File: src/include/lcd_psc_regs.svh
// constants of the lcd power-save and contrast control block
`ifndef LCD_PSC_REGS_SVH
`define LCD_PSC_REGS_SVH
// ----------------------------------------------------------------
// instruction opcodes (upper seven bits, d0 is the argument; contrast upper four bits, reset whole byte)
// ----------------------------------------------------------------
`define OPC_DISP_ONOFF 7'h57
`define OPC_STATIC 7'h52
`define OPC_ADC 7'h50
`define OPC_PWR 7'h12
`define OPC_DRV 7'h16
`define OPC_CONTRAST_HI 4'h8
`define OPC_RESET 8'hE2
// ----------------------------------------------------------------
// reset values and ratio constants
// ----------------------------------------------------------------
`define CONTRAST_RST 4'h0
`define REF_BASE_NUM 8'h87
`define REF_DEN 8'h96
`endif

File: src/include/lcd_psc_pkg.sv
// types of the lcd power-save and contrast control block
`default_nettype none
package lcd_psc_pkg;
  typedef enum logic [1:0] {
    ps_run,
    ps_save
  } ps_state_e;
  typedef struct packed {
    logic osc_en;
    logic supply_en;
    logic booster_en;
    logic drive_en;
    logic outputs_vdd;
    logic seg_reverse;
  } power_ctrl_s;
  typedef struct packed {
    logic disp_on;
    logic whole_on;
    logic inverse;
    logic adc;
    logic pwr_on;
    logic drv_on;
    logic [3:0] contrast;
  } cfg_s;
endpackage
`default_nettype wire

File: src/rtl/sync3.sv
// three-stage input synchroniser that accepts a change once stages agree
`default_nettype none
module sync3 #(
  parameter int WIDTH = 1
) (
  // clock and reset
  input wire logic clk_sys,
  input wire logic rst_n,
  // data
  input wire logic [WIDTH-1:0] din,
  output logic [WIDTH-1:0] dout
);
  logic [WIDTH-1:0] s1;
  logic [WIDTH-1:0] s2;
  logic [WIDTH-1:0] s3;
  wire [WIDTH-1:0] agree = ~(s2 ^ s3);

  // shift chain and stable output
  always_ff @(posedge clk_sys or negedge rst_n) begin
    if (!rst_n) begin
      s1 <= '0;
      s2 <= '0;
      s3 <= '0;
      dout <= '0;
    end else begin
      s1 <= din;
      s2 <= s1;
      s3 <= s2;
      dout <= (agree & s3) | (~agree & dout);
    end
  end
endmodule
`default_nettype wire

File: src/rtl/lcd_psc_ctrl.sv
// power-save, driver output, segment order and contrast control of an lcd driver
//
// What this block does
// enter power save when whole-display-on and display-off hold, either order
// in power save stop oscillator and internal supply circuits
// in power save stop drive waveform, hold all outputs at vdd
// power save keeps memory and configuration exactly as before
// save starts after whole-on instruction, ends after whole-on-off instruction
// host may issue display-on any time after whole-on cancel completes
// no drive waveform until driver-outputs-on instruction executed
// only driver-outputs-off instruction switches driver outputs off
// segment-order instruction reverses column to segment mapping
// booster runs only while oscillator or external clock runs
// 4-bit contrast n selects reference (135+n)/150 of supply
// host enables internal supply before contrast takes effect
// whole-display-on forces pixels on, memory untouched
// instruction interface stays alive during power save
`default_nettype none
`include "lcd_psc_regs.svh"
module lcd_psc_ctrl (
  // clock and reset
  input wire logic clk_sys,
  input wire logic arst_n,
  // instruction port from the mpu interface (asynchronous strobe)
  input wire logic instr_stb,
  input wire logic [7:0] instr_data,
  // external booster clock present
  input wire logic ext_clk_present,
  // analog and driver control
  output lcd_psc_pkg::power_ctrl_s pwr,
  output logic [3:0] contrast_step_register,
  output logic [7:0] ref_num,
  output logic [7:0] ref_den,
  output logic pixel_force_on,
  output logic pixel_invert,
  output logic in_power_save
);
  // ----------------------------------------------------------------
  // reset release and input synchronisation
  // ----------------------------------------------------------------
  logic [1:0] rst_pipe;
  wire rst_n = rst_pipe[1];

  // two-stage release of the asynchronous reset
  always_ff @(posedge clk_sys or negedge arst_n) begin
    if (!arst_n) begin
      rst_pipe <= 2'h0;
    end else begin
      rst_pipe <= {rst_pipe[0], 1'h1};
    end
  end

  logic [8:0] sync_out;
  logic ext_clk_s;
  logic stb_q;
  logic [7:0] data_s;
  logic stb_s;

  // strobe and data cross from the mpu side; data is stable around the strobe
  sync3 #(.WIDTH(9)) u_sync (
    .clk_sys(clk_sys),
    .rst_n(rst_n),
    .din({instr_stb, instr_data}),
    .dout(sync_out)
  );
  assign stb_s = sync_out[8];
  assign data_s = sync_out[7:0];

  sync3 #(.WIDTH(1)) u_sync_clk (
    .clk_sys(clk_sys),
    .rst_n(rst_n),
    .din(ext_clk_present),
    .dout(ext_clk_s)
  );

  // ----------------------------------------------------------------
  // instruction decode
  // ----------------------------------------------------------------
  function automatic logic op_is(input logic [7:0] d, input logic [6:0] opc);
    op_is = (d[7:1] == opc);
  endfunction

  // rising strobe marks one completed instruction
  wire exec = stb_s & ~stb_q;
  wire dec_disp = exec & op_is(data_s, `OPC_DISP_ONOFF);
  wire dec_static = exec & op_is(data_s, `OPC_STATIC);
  wire dec_adc = exec & op_is(data_s, `OPC_ADC);
  wire dec_pwr = exec & op_is(data_s, `OPC_PWR);
  wire dec_drv = exec & op_is(data_s, `OPC_DRV);
  wire dec_con = exec & (data_s[7:4] == `OPC_CONTRAST_HI);
  wire dec_rst = exec & (data_s == `OPC_RESET);

  // ----------------------------------------------------------------
  // configuration registers
  // ----------------------------------------------------------------
  lcd_psc_pkg::cfg_s cfg;
  lcd_psc_pkg::cfg_s next_cfg;

  // each instruction updates only its own field, so power save alters nothing
  always_comb begin
    next_cfg = cfg;
    // decode active in save
    if (dec_disp) begin
      next_cfg.disp_on = data_s[0];
    end
    // whole on flag
    if (dec_static) begin
      next_cfg.whole_on = data_s[0];
    end
    // segment order select
    if (dec_adc) begin
      next_cfg.adc = data_s[0];
    end
    if (dec_pwr) begin
      next_cfg.pwr_on = data_s[0];
    end
    // driver output switch
    if (dec_drv) begin
      next_cfg.drv_on = data_s[0];
    end
    // contrast step load
    if (dec_con) begin
      next_cfg.contrast = data_s[3:0];
    end
    if (dec_rst) begin
      next_cfg.contrast = `CONTRAST_RST;
    end
  end

  // configuration storage
  always_ff @(posedge clk_sys or negedge rst_n) begin
    if (!rst_n) begin
      cfg <= '0;
      stb_q <= 1'h0;
    end else begin
      cfg <= next_cfg;
      stb_q <= stb_s;
    end
  end

  // ----------------------------------------------------------------
  // power-save state machine
  // ----------------------------------------------------------------
  lcd_psc_pkg::ps_state_e state;
  lcd_psc_pkg::ps_state_e next_state;

  // save follows the combined condition after each instruction
  always_comb begin
    case (state)
      lcd_psc_pkg::ps_run: begin
        if (next_cfg.whole_on && !next_cfg.disp_on) begin
          next_state = lcd_psc_pkg::ps_save;
        end else begin
          next_state = lcd_psc_pkg::ps_run;
        end
      end
      lcd_psc_pkg::ps_save: begin
        if (!next_cfg.whole_on || next_cfg.disp_on) begin
          next_state = lcd_psc_pkg::ps_run;
        end else begin
          next_state = lcd_psc_pkg::ps_save;
        end
      end
      default: begin
        next_state = lcd_psc_pkg::ps_run;
      end
    endcase
  end

  // state register
  always_ff @(posedge clk_sys or negedge rst_n) begin
    if (!rst_n) begin
      state <= lcd_psc_pkg::ps_run;
    end else begin
      state <= next_state;
    end
  end

  wire saving = (state == lcd_psc_pkg::ps_save);

  // ----------------------------------------------------------------
  // outputs
  // ----------------------------------------------------------------
  // oscillator and supply gated off in save
  wire osc_on = ~saving;
  wire supply_on = cfg.pwr_on & ~saving;
  // booster needs a running clock
  wire boost_on = supply_on & (osc_on | ext_clk_s);
  // drive only with outputs on and not saving
  wire drive_on = cfg.drv_on & ~saving;
  // reference numerator is 135 plus the step
  wire [7:0] next_ref = `REF_BASE_NUM + {4'h0, cfg.contrast};

  // registered control outputs
  always_ff @(posedge clk_sys or negedge rst_n) begin
    if (!rst_n) begin
      pwr <= '0;
      contrast_step_register <= `CONTRAST_RST;
      ref_num <= `REF_BASE_NUM;
      pixel_force_on <= 1'h0;
      pixel_invert <= 1'h0;
      in_power_save <= 1'h0;
    end else begin
      pwr.osc_en <= osc_on;
      pwr.supply_en <= supply_on;
      pwr.booster_en <= boost_on;
      pwr.drive_en <= drive_on;
      pwr.outputs_vdd <= ~drive_on;
      pwr.seg_reverse <= cfg.adc;
      contrast_step_register <= cfg.contrast;
      ref_num <= next_ref;
      pixel_force_on <= cfg.whole_on;
      pixel_invert <= cfg.inverse;
      in_power_save <= saving;
    end
  end

  assign ref_den = `REF_DEN;

  // ----------------------------------------------------------------
  // checks
  // ----------------------------------------------------------------
  // save follows condition
  chk_save_entry: assert property (@(posedge clk_sys) disable iff (!rst_n)
    (cfg.whole_on && !cfg.disp_on) |-> ##1 in_power_save)
    else $error("power save not entered");
  // supply off in save
  chk_osc_halt: assert property (@(posedge clk_sys) disable iff (!rst_n)
    in_power_save |-> !pwr.osc_en && !pwr.supply_en)
    else $error("oscillator or supply running in save");
  // outputs at vdd in save
  chk_out_vdd: assert property (@(posedge clk_sys) disable iff (!rst_n)
    in_power_save |-> pwr.outputs_vdd && !pwr.drive_en)
    else $error("drive active in save");
  // config untouched on entry
  chk_cfg_keep: assert property (@(posedge clk_sys) disable iff (!rst_n)
    $rose(saving) |-> $stable(cfg.contrast) && $stable(cfg.adc))
    else $error("configuration changed on save entry");
  // release after whole-on off
  chk_save_exit: assert property (@(posedge clk_sys) disable iff (!rst_n)
    (saving && dec_static && !data_s[0]) |=> !saving)
    else $error("power save not released");
  // no drive before outputs on
  chk_drv_gate: assert property (@(posedge clk_sys) disable iff (!rst_n)
    !cfg.drv_on |=> !pwr.drive_en)
    else $error("drive without outputs on");
  // outputs off only by instruction
  chk_drv_hold: assert property (@(posedge clk_sys) disable iff (!rst_n)
    (cfg.drv_on && !dec_drv) |=> cfg.drv_on)
    else $error("outputs dropped without instruction");
  // order follows select
  chk_seg_order: assert property (@(posedge clk_sys) disable iff (!rst_n)
    dec_adc |-> ##2 (pwr.seg_reverse == $past(data_s[0], 2)))
    else $error("segment order wrong");
  // booster needs clock
  chk_boost_clk: assert property (@(posedge clk_sys) disable iff (!rst_n)
    pwr.booster_en |-> (pwr.osc_en || $past(ext_clk_s)))
    else $error("booster without clock");
  // reference numerator
  chk_ref_level: assert property (@(posedge clk_sys) disable iff (!rst_n)
    dec_con |-> ##2 (ref_num == `REF_BASE_NUM + {4'h0, $past(data_s[3:0], 2)}))
    else $error("reference level wrong");
  // whole-on forces pixels
  chk_force_on: assert property (@(posedge clk_sys) disable iff (!rst_n)
    (dec_static && data_s[0]) |-> ##2 pixel_force_on)
    else $error("pixels not forced");
  // decode alive in save
  chk_if_alive: assert property (@(posedge clk_sys) disable iff (!rst_n)
    (saving && dec_con) |=> (cfg.contrast == $past(data_s[3:0])))
    else $error("instruction lost in save");
  // drive and vdd level exclusive
  chk_drive_vdd: assert property (@(posedge clk_sys) disable iff (!rst_n)
    pwr.drive_en |-> !pwr.outputs_vdd)
    else $error("drive waveform with outputs at vdd");
  // save kept by other instructions
  chk_save_hold: assert property (@(posedge clk_sys) disable iff (!rst_n)
    (saving && !dec_static && !dec_disp) |=> saving)
    else $error("power save left without release");
  // display on also ends save
  chk_save_disp_exit: assert property (@(posedge clk_sys) disable iff (!rst_n)
    (saving && dec_disp && data_s[0]) |=> !saving)
    else $error("power save kept after display on");
  // booster only with supply
  chk_boost_supply: assert property (@(posedge clk_sys) disable iff (!rst_n)
    pwr.booster_en |-> pwr.supply_en)
    else $error("booster without supply");
  // reference tracks step
  chk_ref_step: assert property (@(posedge clk_sys) disable iff (!rst_n)
    ref_num == (`REF_BASE_NUM + {4'h0, contrast_step_register}))
    else $error("reference and step disagree");
  // pixel force follows instruction
  chk_force_level: assert property (@(posedge clk_sys) disable iff (!rst_n)
    dec_static |-> ##2 (pixel_force_on == $past(data_s[0], 2)))
    else $error("pixel force level wrong");

  cov_save_enter: cover property (@(posedge clk_sys) disable iff (!rst_n) $rose(saving));
  cov_save_leave: cover property (@(posedge clk_sys) disable iff (!rst_n) $fell(saving));
  cov_drive_on: cover property (@(posedge clk_sys) disable iff (!rst_n) $rose(pwr.drive_en));
  cov_save_step: cover property (@(posedge clk_sys) disable iff (!rst_n) saving && dec_con);
  cov_contrast_max: cover property (@(posedge clk_sys) disable iff (!rst_n)
    contrast_step_register == 4'hF);
endmodule
`default_nettype wire

File: config.mk
export PLATFORM = sky130hd
export DESIGN_NAME = lcd_psc_ctrl
export DESIGN_NICKNAME = d
export VERILOG_FILES = /design/src/include/lcd_psc_pkg.sv /design/src/rtl/sync3.sv /design/src/rtl/lcd_psc_ctrl.sv
export VERILOG_INCLUDE_DIRS = /design/src /design/src/include
export SDC_FILE = /design/constraint.sdc
export NUM_CORES = 1
export LEC_CHECK = 0
export ABC_AREA = 1
export ABC_CLOCK_PERIOD_IN_PS = 4000
export BUFFER_PORTS_ARGS = -buffer_cell sky130_fd_sc_hd__buf_4
export CAP_MARGIN = 25
export CORE_MARGIN = 2
export CORE_UTILIZATION = 35
export CTS_CLUSTER_DIAMETER = 30
export DETAILED_ROUTE_END_ITERATION = 6
export GPL_ROUTABILITY_DRIVEN = 0
export GPL_TIMING_DRIVEN = 0
export PLACE_DENSITY = 0.57
export REMOVE_ABC_BUFFERS = 1
export SKIP_CTS_REPAIR_TIMING = 1
export SLEW_MARGIN = 10
export SYNTH_ARGS = -nofsm -noshare
export SYNTH_HDL_FRONTEND = slang
export SYNTH_SLANG_ARGS = --single-unit
File: constraint.sdc
create_clock -name clk_sys -period 4 [get_ports clk_sys]
set_input_delay 0.2 -clock clk_sys [delete_from_list [all_inputs] [get_ports clk_sys]]
set_output_delay 0.2 -clock clk_sys [all_outputs]
set_load 0.03 [all_outputs]
==> results of run 1 <==
[cell families (layout without fill, tap and decap cells)]
| group | Yosys count | after routing | share of synthesized area [%] |
|---|---|---|---|
| AOI/OAI and AO/OA | 3 | 3 | 0.792 |
| other | 2 | 13 | 0.339 |
| buffers and inverters | 32 | 71 | 7.81 |
| and+or+nand+nor | 51 | 51 | 11.9 |
| adders and majority gates | 10 | 10 | 4.64 |
| xor gates and xnor gates | 2 | 2 | 0.792 |
| DFF | 65 | 65 | 73.7 |
[power groups by stage]
stage	clock, mW	sequential [mW]	combinational, mW
after global placement	0	0.827	0.275
after detailed placement	0	0.831	0.280
after global routing	0.608	0.831	0.307
after CTS	0.572	0.819	0.280
after floorplan	0	0.910	0.0961
final	0.550	0.815	0.284
[how the worst max path moves through the flow]
stage            endpoint  cells past startpoint  slack, ns
6_report       ref_num[1]                      1       2.80
5_1_grt            cfg[0]                      6       2.69
2_1_floorplan   async pin                      0       2.06
3_5_place_dp       cfg[2]                      6       2.85
4_1_cts        ref_num[1]                      1       2.78
3_3_place_gp       pwr[5]                      0       1.45
[final cells by class]
| cell class | count | area share (%) |
|---|---|---|
| timing repair buffer | 37 | 11.0 |
| tap | 75 | 3.41 |
| clock buffer | 12 | 5.63 |
| clock inverter | 4 | 1.86 |
| sequential | 65 | 59.3 |
| inverter | 18 | 2.45 |
| multi-input combinational | 79 | 16.3 |
[Yosys cell counts]
cell	number
nand2_2	5
nand2_1	16
dfstp_2	3
maj3_1	9
ha_1	1
nand3_1	14
dfrtp_1	62
conb_1	2
nor2_2	2
a21boi_0	1
xor2_1	2
nand4_1	3
buf_4	14
and3_1	1
nor2_1	6
inv_1	14
nand3_2	1
inv_2	4
nor3_2	1
nor2_4	2
o21ai_1	2
[through the flow]
stage | utilization [%] | hold slack, ns | setup WS (ns) | power, mW | std cells
CTS | 44.1 | -0.389 | 2.78 | 1.67 | 280
global route | 45.7 | 0.156 | 2.69 | 1.75 | 290
global placement | 40.6 | -0.0169 | 1.45 | 1.10 | 264
floorplan | - | -0.0956 | 2.06 | 1.01 | 162
finish | 45.7 | 0.189 | 2.80 | 1.65 | 290
detailed placement | 40.6 | -0.0165 | 2.85 | 1.11 | 264
[per-layer routing]
layer	GRT usage, %	vias up	wire [um]
met4	5.72	0	69
met5	0	-	0
met3	6.53	6	250
li1	-	585	-
met2	13.9	43	1340
met1	9.91	568	1210
==> results.cfg, run 1 <==
[logic_synthesis]
synth_seq_area_share_pct = 73.7
synth_area_um2 = 2210
yosysWarnings = 0
synthCells = 165
synth_top_area_share_pct = 70.1
synth_seq_cells = 65
yosysUniqueCellTypes = 21
yosysTopAreaCell = dfrtp_1
synthesis.area_per_instance_um2 = 13.4
synth_area_leaders = dfrtp_1, buf_4, maj3_1

[routing]
drc_errors = 0
wirelength_um = 2870
postRouteAntennaNets = 0
drt_iter0_drc = 53
dr.pass1.iters = 4
vias = 1202
routedWlPerCell_um = 9.90
viasPerCell = 4.14

[timing]
tightest_slew_ns = 0.754
min_period_over_period_pct = 29.9
totalNegativeSetupSlack_ns = 0
timing.final.crit_period_ns = 1.20
fmax_mhz = 836
relSlewSlack_pct = 49.7
hold_viol = 0
fin_skew_ns = 0.00829
rsz0062_at_grt = false
slew_violations = 0
setup_violations = 0

[global_route]
grt_usage_pct = 9.44
grt_pass1_vias = 1095
grt_max_degree = 64
antenna_found_initial = 0
grt_pass1_wl_um = 4860
grt_overflow_total = 0

[power]
power.switching_uw = 462
ir_drop_uv = 376
p_sw_share_pct = 28.0
p_leak_nw = 1.32
power_density_nw_per_um2 = 598
pwr-share-comb_pct = 17.2
clkPwrFrac_pct = 33.4
p_int_mw = 1.19
p_seq_share_pct = 49.4

[floorplanning]
start_util_pct = 36.7
dieHeight_um = 83.5
num_rows = 28
io_pins = 41
dieArea_um2 = 6970
core-area_um2 = 6030
die_x_um = 83.5

[clocking]
clockBufferDepth = 2
cts_made_buffers = 9
htreeDepth = 3
clk_pin_slew_ns = 0.06
root_buffer = clkbuf_8
worstSkewPairLatency_ns = 0.33
tritoncts = built
cts_sinks = 65

[setup_path]
reg2reg_slack_ns = 2.83
critical_path.startpoint = ref_num[1]
rr_endpoint = cfg[1]
crit_family = flip-flops
path_cells = buf_4
worstPathMaxFanout = 1
cp.arrival_ns = 1.00
crit_required_ns = 3.80
path_buf_inv = 1
critPathMaxStageDelay_ns = 0.52
crit_path_top_delay_cell = dfstp_2
start_kind = flop
r2r.worst_path.cells = 6
crit_path_end_kind = output port
criticalPathCategory = flop to output port

[finish]
layout_commonest_cell = dfrtp_1
area_growth_pct = 24.5
final_layout_size_suffix_gt1_share_pct = 28.4
n_fill_cell = 555
final_nets = 223
design_area_um2 = 2760
layout_common_cells = dfrtp_1, buf_4, nand2_1, inv_1, nand3_1
n_antenna_cell = 0
seq_area_um2 = 1630
multiInputGateArea_um2 = 450

[hold_path]
min_path_type = primary input to async pin

[placed_design]
dp_hpwl_um = 1860
port_buffers = 27
placed_cell_area_um2 = 2450

[job]
drv_cap = 0

[outcome]
outcome = finished, final reports clean
Power figures use the tool's default switching activity.
==> run 2, diff against run 1 <==
Settings changed: ABC_AREA 1 to 0, ABC_CLOCK_PERIOD_IN_PS 4000 to 1000, PLACE_DENSITY 0.57 to 0.59.
Clock period 4 ns to 1 ns, I/O delays scaled along.
==> run 2 against run 1 <==
  * The flow now finishes with violations (setup timing)
  * Clock skew decreased by 0.0041 ns
  * Flip-flop and latch count unchanged
  * Combinational power increased to 4.3 times the previous value
  * Largest power group unchanged
  * Total power increased to 4.0 times the previous value
==> results.cfg, run 2 <==
[outcome]
outcome = complete, but fails checks
violations = setup timing

[logic_synthesis]
synthCells = 132
synth_edf_count = 0
synth_area_um2 = 2170
async_flop_share_pct = 100
synth_seq_cells = 65
synth_commonest_cells = dfrtp_1, buf_4, maj3_1, inv_1, nor2_1
synth_area_leaders = dfrtp_1, buf_4, maj3_1
yosysUniqueCellTypes = 29
yosysWarnings = 0
ys.flop_type = dfrtp_1
synthesis.area_per_instance_um2 = 16.4
synth_top_area_share_pct = 71.6
yosysTopAreaCell = dfrtp_1
synth_seq_area_share_pct = 75.2
synth_most_common_cell = dfrtp_1

[timing]
min_period_over_period_pct = 153
hold_viol = 0
rsz0062_at_grt = true
fin_skew_ns = 0.00420
holdWs_ns = 0.0317
fmax_mhz = 655
setup_violations = 14
slew_violations = 0
layout_setup_ws_ns = -0.526
totalNegativeSetupSlack_ns = -4.27
timing.final.crit_period_ns = 1.53

[clocking]
htreeDepth = 3
cts_sinks = 65
clk_pin_slew_ns = 0.06
root_buffer = clkbuf_8
tritoncts = built
clockBufferDepth = 2
cts_made_buffers = 9
worstSkewPairLatency_ns = 0.33

[placed_design]
dp_hpwl_um = 2020
port_buffers = 27

[global_route]
antenna_found_initial = 0
grt_overflow_total = 0
grt_pass1_vias = 1030
grt_max_degree = 34
grt_usage_pct = 10.5
grt_pass1_wl_um = 4940

[power]
ir_drop_uv = 1580
power_density_nw_per_um2 = 2340
p_leak_nw = 1.36

[setup_path]
start_kind = flop
criticalPathCategory = flop to flop
crit_path_end_kind = flop
crit_required_ns = 1.22
cp.arrival_ns = 1.74
worstPathMaxFanout = 4

[floorplanning]
dieArea_um2 = 6840
die_x_um = 82.7
num_rows = 28
dieHeight_um = 82.7
start_util_pct = 36.4
core-area_um2 = 5960
io_pins = 41

[finish]
n_antenna_cell = 0
final_nets = 199
layout_common_cells = dfrtp_1, buf_4, conb_1, clkbuf_8, dlygate4sd3_1
layout_commonest_cell = dfrtp_1
area_growth_pct = 29.9
final_layout_size_suffix_gt1_share_pct = 35.6

[routing]
wirelength_um = 3060
drt_iter0_drc = 84
routedWlPerCell_um = 11.5
viasPerCell = 4.21
vias = 1120
dr.pass1.iters = 3
postRouteAntennaNets = 0
drc_errors = 0

[hold_path]
min_path_type = primary input to async pin

[job]
drv_cap = 0
-- run 2: where the power goes --
part	internal (mW)	total [mW]	leakage (nW)	switching, mW
clock network	1.21	2.08	0.0974	0.869
registers	3.03	3.28	0.782	0.250
logic	0.541	1.22	0.476	0.681
total	4.78	6.58	1.36	1.80
-- run 2: layout make-up --
type / instances / area, um^2
Fill cell: 535 / 3140
Sequential cell: 65 / 1640
Multi-Input combinational cell: 59 / 487
Timing Repair Buffer: 45 / 390
Clock buffer: 13 / 149
Tap cell: 75 / 93.8
Clock inverter: 3 / 40.0
Inverter: 6 / 22.5
-- run 2: layer usage --
layer  vias up  track usage (%)  part of all wire [%]
met3         4             6.85                   8.2
met4         0             5.90                   1.3
met5         -                0                     0
met1       552             11.6                    41
li1        520                -                     -
met2        44             15.2                    50
-- run 2: kinds of logic after synthesis --
family,Yosys count,synth area share (%)
AO/OA/AOI/OAI,1,0.346
XOR/XNOR,2,0.808
adder cells (fa/ha/maj),10,4.73
buffers and inverters,19,5.54
flip-flops,65,75.2
multiplexers,9,4.85
other,2,0.346
AND/OR/NAND/NOR,24,8.19
-- run 2: final timing paths --
kind                               from           end  slack (ns)  cells past startpoint
setup / recovery                   flop        cfg[2]       -0.53                      5
hold / removal                   arst_n   rst_pipe[0]        0.03                      2
setup reg to reg                   flop        cfg[2]       -0.53                      5
hold reg to reg             rst_pipe[1]     async pin        0.26                      0
max in group asynchronous   rst_pipe[1]     async pin        0.25                      1
min in group clk_sys       u_sync.s1[6]  u_sync.s2[6]        0.35                      0
-- run 2: through the flow --
step	cell area, um^2	std cells	setup slack [ns]	utilization, %	power [mW]
4_1_cts	2620	249	-0.533	44.0	6.55
3_3_place_gp	2410	232	-1.38	40.4	4.36
6_report	2820	266	-0.526	47.3	6.58
5_1_grt	2820	266	-0.605	47.3	6.95
3_5_place_dp	2430	233	-0.522	40.8	4.44
2_1_floorplan	2110	130	-0.939	-	4.00
-- run 2: worst max-delay path, cell delays in order, from the launching register on --
cell and delay, ns:
dfrtp_1 0.40, buf_4 0.15, nor3b_4 0.24, and4_4 0.29, nor2b_4 0.05, mux2_4 0.29
==> run 3, diff against run 2 <==
--- a/config.mk
+++ b/config.mk
@@ -18,3 +18,3 @@
 export GPL_TIMING_DRIVEN = 0
-export PLACE_DENSITY = 0.59
+export PLACE_DENSITY = 0.57
 export REMOVE_ABC_BUFFERS = 1
--- a/constraint.sdc
+++ b/constraint.sdc
@@ -3,2 +3,2 @@
 set_output_delay 0.05 -clock clk_sys [all_outputs]
-set_load 0.03 [all_outputs]
+set_load 0.01 [all_outputs]
==> run 3 against run 2 <==
  * The flow still finishes with violations (setup timing)
  * Via count shrank 0.98%
  * Flip-flop and latch count stayed put
  * Wire length down 1.2%
  * Maximum frequency rose by 1.1%
  * Total power shrank 1.4%
  * Clock-buffer cell count is 1 lower
  * Global-route usage down 0.15 points
  * Non-clock buffer count up 3
  * Worst hold slack better by 0.25 ns
==> results.cfg, run 3 (synthesis gave the netlist of run 2 again) <==
[finish]
n_antenna_cell = 0
utilization_pct = 48.5
instances_no_fill = 269
layout_commonest_cell = dfrtp_1
design_area_um2 = 2890
area_growth_pct = 33.1
final_nets = 202
layout_common_cells = dfrtp_1, buf_4, conb_1, clkbuf_8, dlygate4sd3_1
final_layout_size_suffix_gt1_share_pct = 39.7

[routing]
drc_errors = 0
postRouteAntennaNets = 0
dr.pass1.iters = 4
routedWlPerCell_um = 11.2
drt_iter0_drc = 49
wirelength_um = 3020
vias = 1109
viasPerCell = 4.12

[power]
power.switching_mw = 1.57
power_density_nw_per_um2 = 2250
ir_drop_uv = 1110
p_leak_nw = 1.38
p_seq_share_pct = 50.5
pwr-share-comb_pct = 14.0
p_sw_share_pct = 24.2
clkPwrFrac_pct = 35.5
power_mw = 6.49
p_int_mw = 4.92

[timing]
fmax_mhz = 663
min_period_over_period_pct = 151
slew_violations = 0
fin_skew_ns = 0.00874
rsz0062_at_grt = true
setup_violations = 10
hold_viol = 0
holdWs_ns = 0.279
totalNegativeSetupSlack_ns = -3.96
timing.final.crit_period_ns = 1.51
layout_setup_ws_ns = -0.509

[placed_design]
placed_cell_area_um2 = 2410
pre_cts_ws_ns = -0.546
port_buffers = 27
place_inst = 232
dp_hpwl_um = 1810

[setup_path]
cp.arrival_ns = 1.73
critPathMaxStageDelay_ns = 0.40
start_kind = flop
criticalPathCategory = flop to flop
crit_path_top_delay_cell = dfrtp_1
path_cells = and4bb_2, nand2_1, nor4b_4, mux2_4
crit_path_end_kind = flop
worstPathMaxFanout = 3
crit_required_ns = 1.22

[clocking]
root_buffer = clkbuf_8
cts_made_buffers = 9
worstSkewPairLatency_ns = 0.34
clk_pin_slew_ns = 0.07
tritoncts = built
clockBufferDepth = 2
htreeDepth = 3
cts_sinks = 65

[global_route]
antenna_found_initial = 0
grt_max_degree = 64
grt_pass1_vias = 990
grt_usage_pct = 10.3
grt_pass1_wl_um = 4790
grt_overflow_total = 0

[floorplanning]
core-area_um2 = 5960
dieArea_um2 = 6840
io_pins = 41
dieHeight_um = 82.7
num_rows = 28
start_util_pct = 36.4
die_x_um = 82.7

[outcome]
violations = setup timing
outcome = complete, but fails checks

[job]
drv_cap = 0

[hold_path]
min_path_type = flop to async pin
-- run 3: cell types whose count changed in the layout (fill, tap and decap cells not counted), sizes merged --
cell / previous run / this run
buf: 35 / 37
clkbuf: 13 / 12
clkinv: 2 / 1
clkinvlp: 0 / 2
dlygate4sd3: 10 / 11
-- run 3: routing by layer --
metal	routed length [um]	global-route usage [%]
met1	1280	11.8
met2	1420	14.7
met3	246	6.85
met4	75	5.41
met5	0	0
-- run 3: worst paths after layout --
kind / endpoint / slack [ns] / from / depth (start not counted)
worst max-delay path: cfg[5] / -0.51 / stb_q / 4
max in group asynchronous: ref_num[2] / 0.15 / rst_pipe[1] / 1
worst max register to register: cfg[5] / -0.51 / stb_q / 4
min in group clk_sys: u_sync.s2[5] / 0.35 / u_sync.s1[5] / 0
worst min-delay path: u_sync.s3[8] / 0.28 / rst_pipe[1] / 0
worst min register to register: u_sync.s3[8] / 0.28 / rst_pipe[1] / 0
-- run 3: cell type report --
cell class                      count  area (um^2)
Inverter                            6         22.5
Multi-Input combinational cell     59          493
Clock buffer                       12          165
Timing Repair Buffer               48          423
Sequential cell                    65         1640
Clock inverter                      4         50.0
Tap cell                           75         93.8
Fill cell                         522         3070
-- run 3: power groups by stage --
stage / registers [mW] / clock network (mW) / logic, mW
final: 3.28 / 2.30 / 0.911
after global routing: 3.33 / 2.51 / 1.03
after CTS: 3.29 / 2.40 / 0.764
after detailed placement: 3.33 / 0 / 0.759
after global placement: 3.31 / 0 / 0.734
after floorplan: 3.37 / 0 / 0.315
-- run 3: critical path, delay by kind of cell (launching register included) --
| kind | cells | cell delay [ns] |
|---|---|---|
| simple gates | 3 | 0.67 |
| mux | 1 | 0.33 |
| flops | 1 | 0.40 |
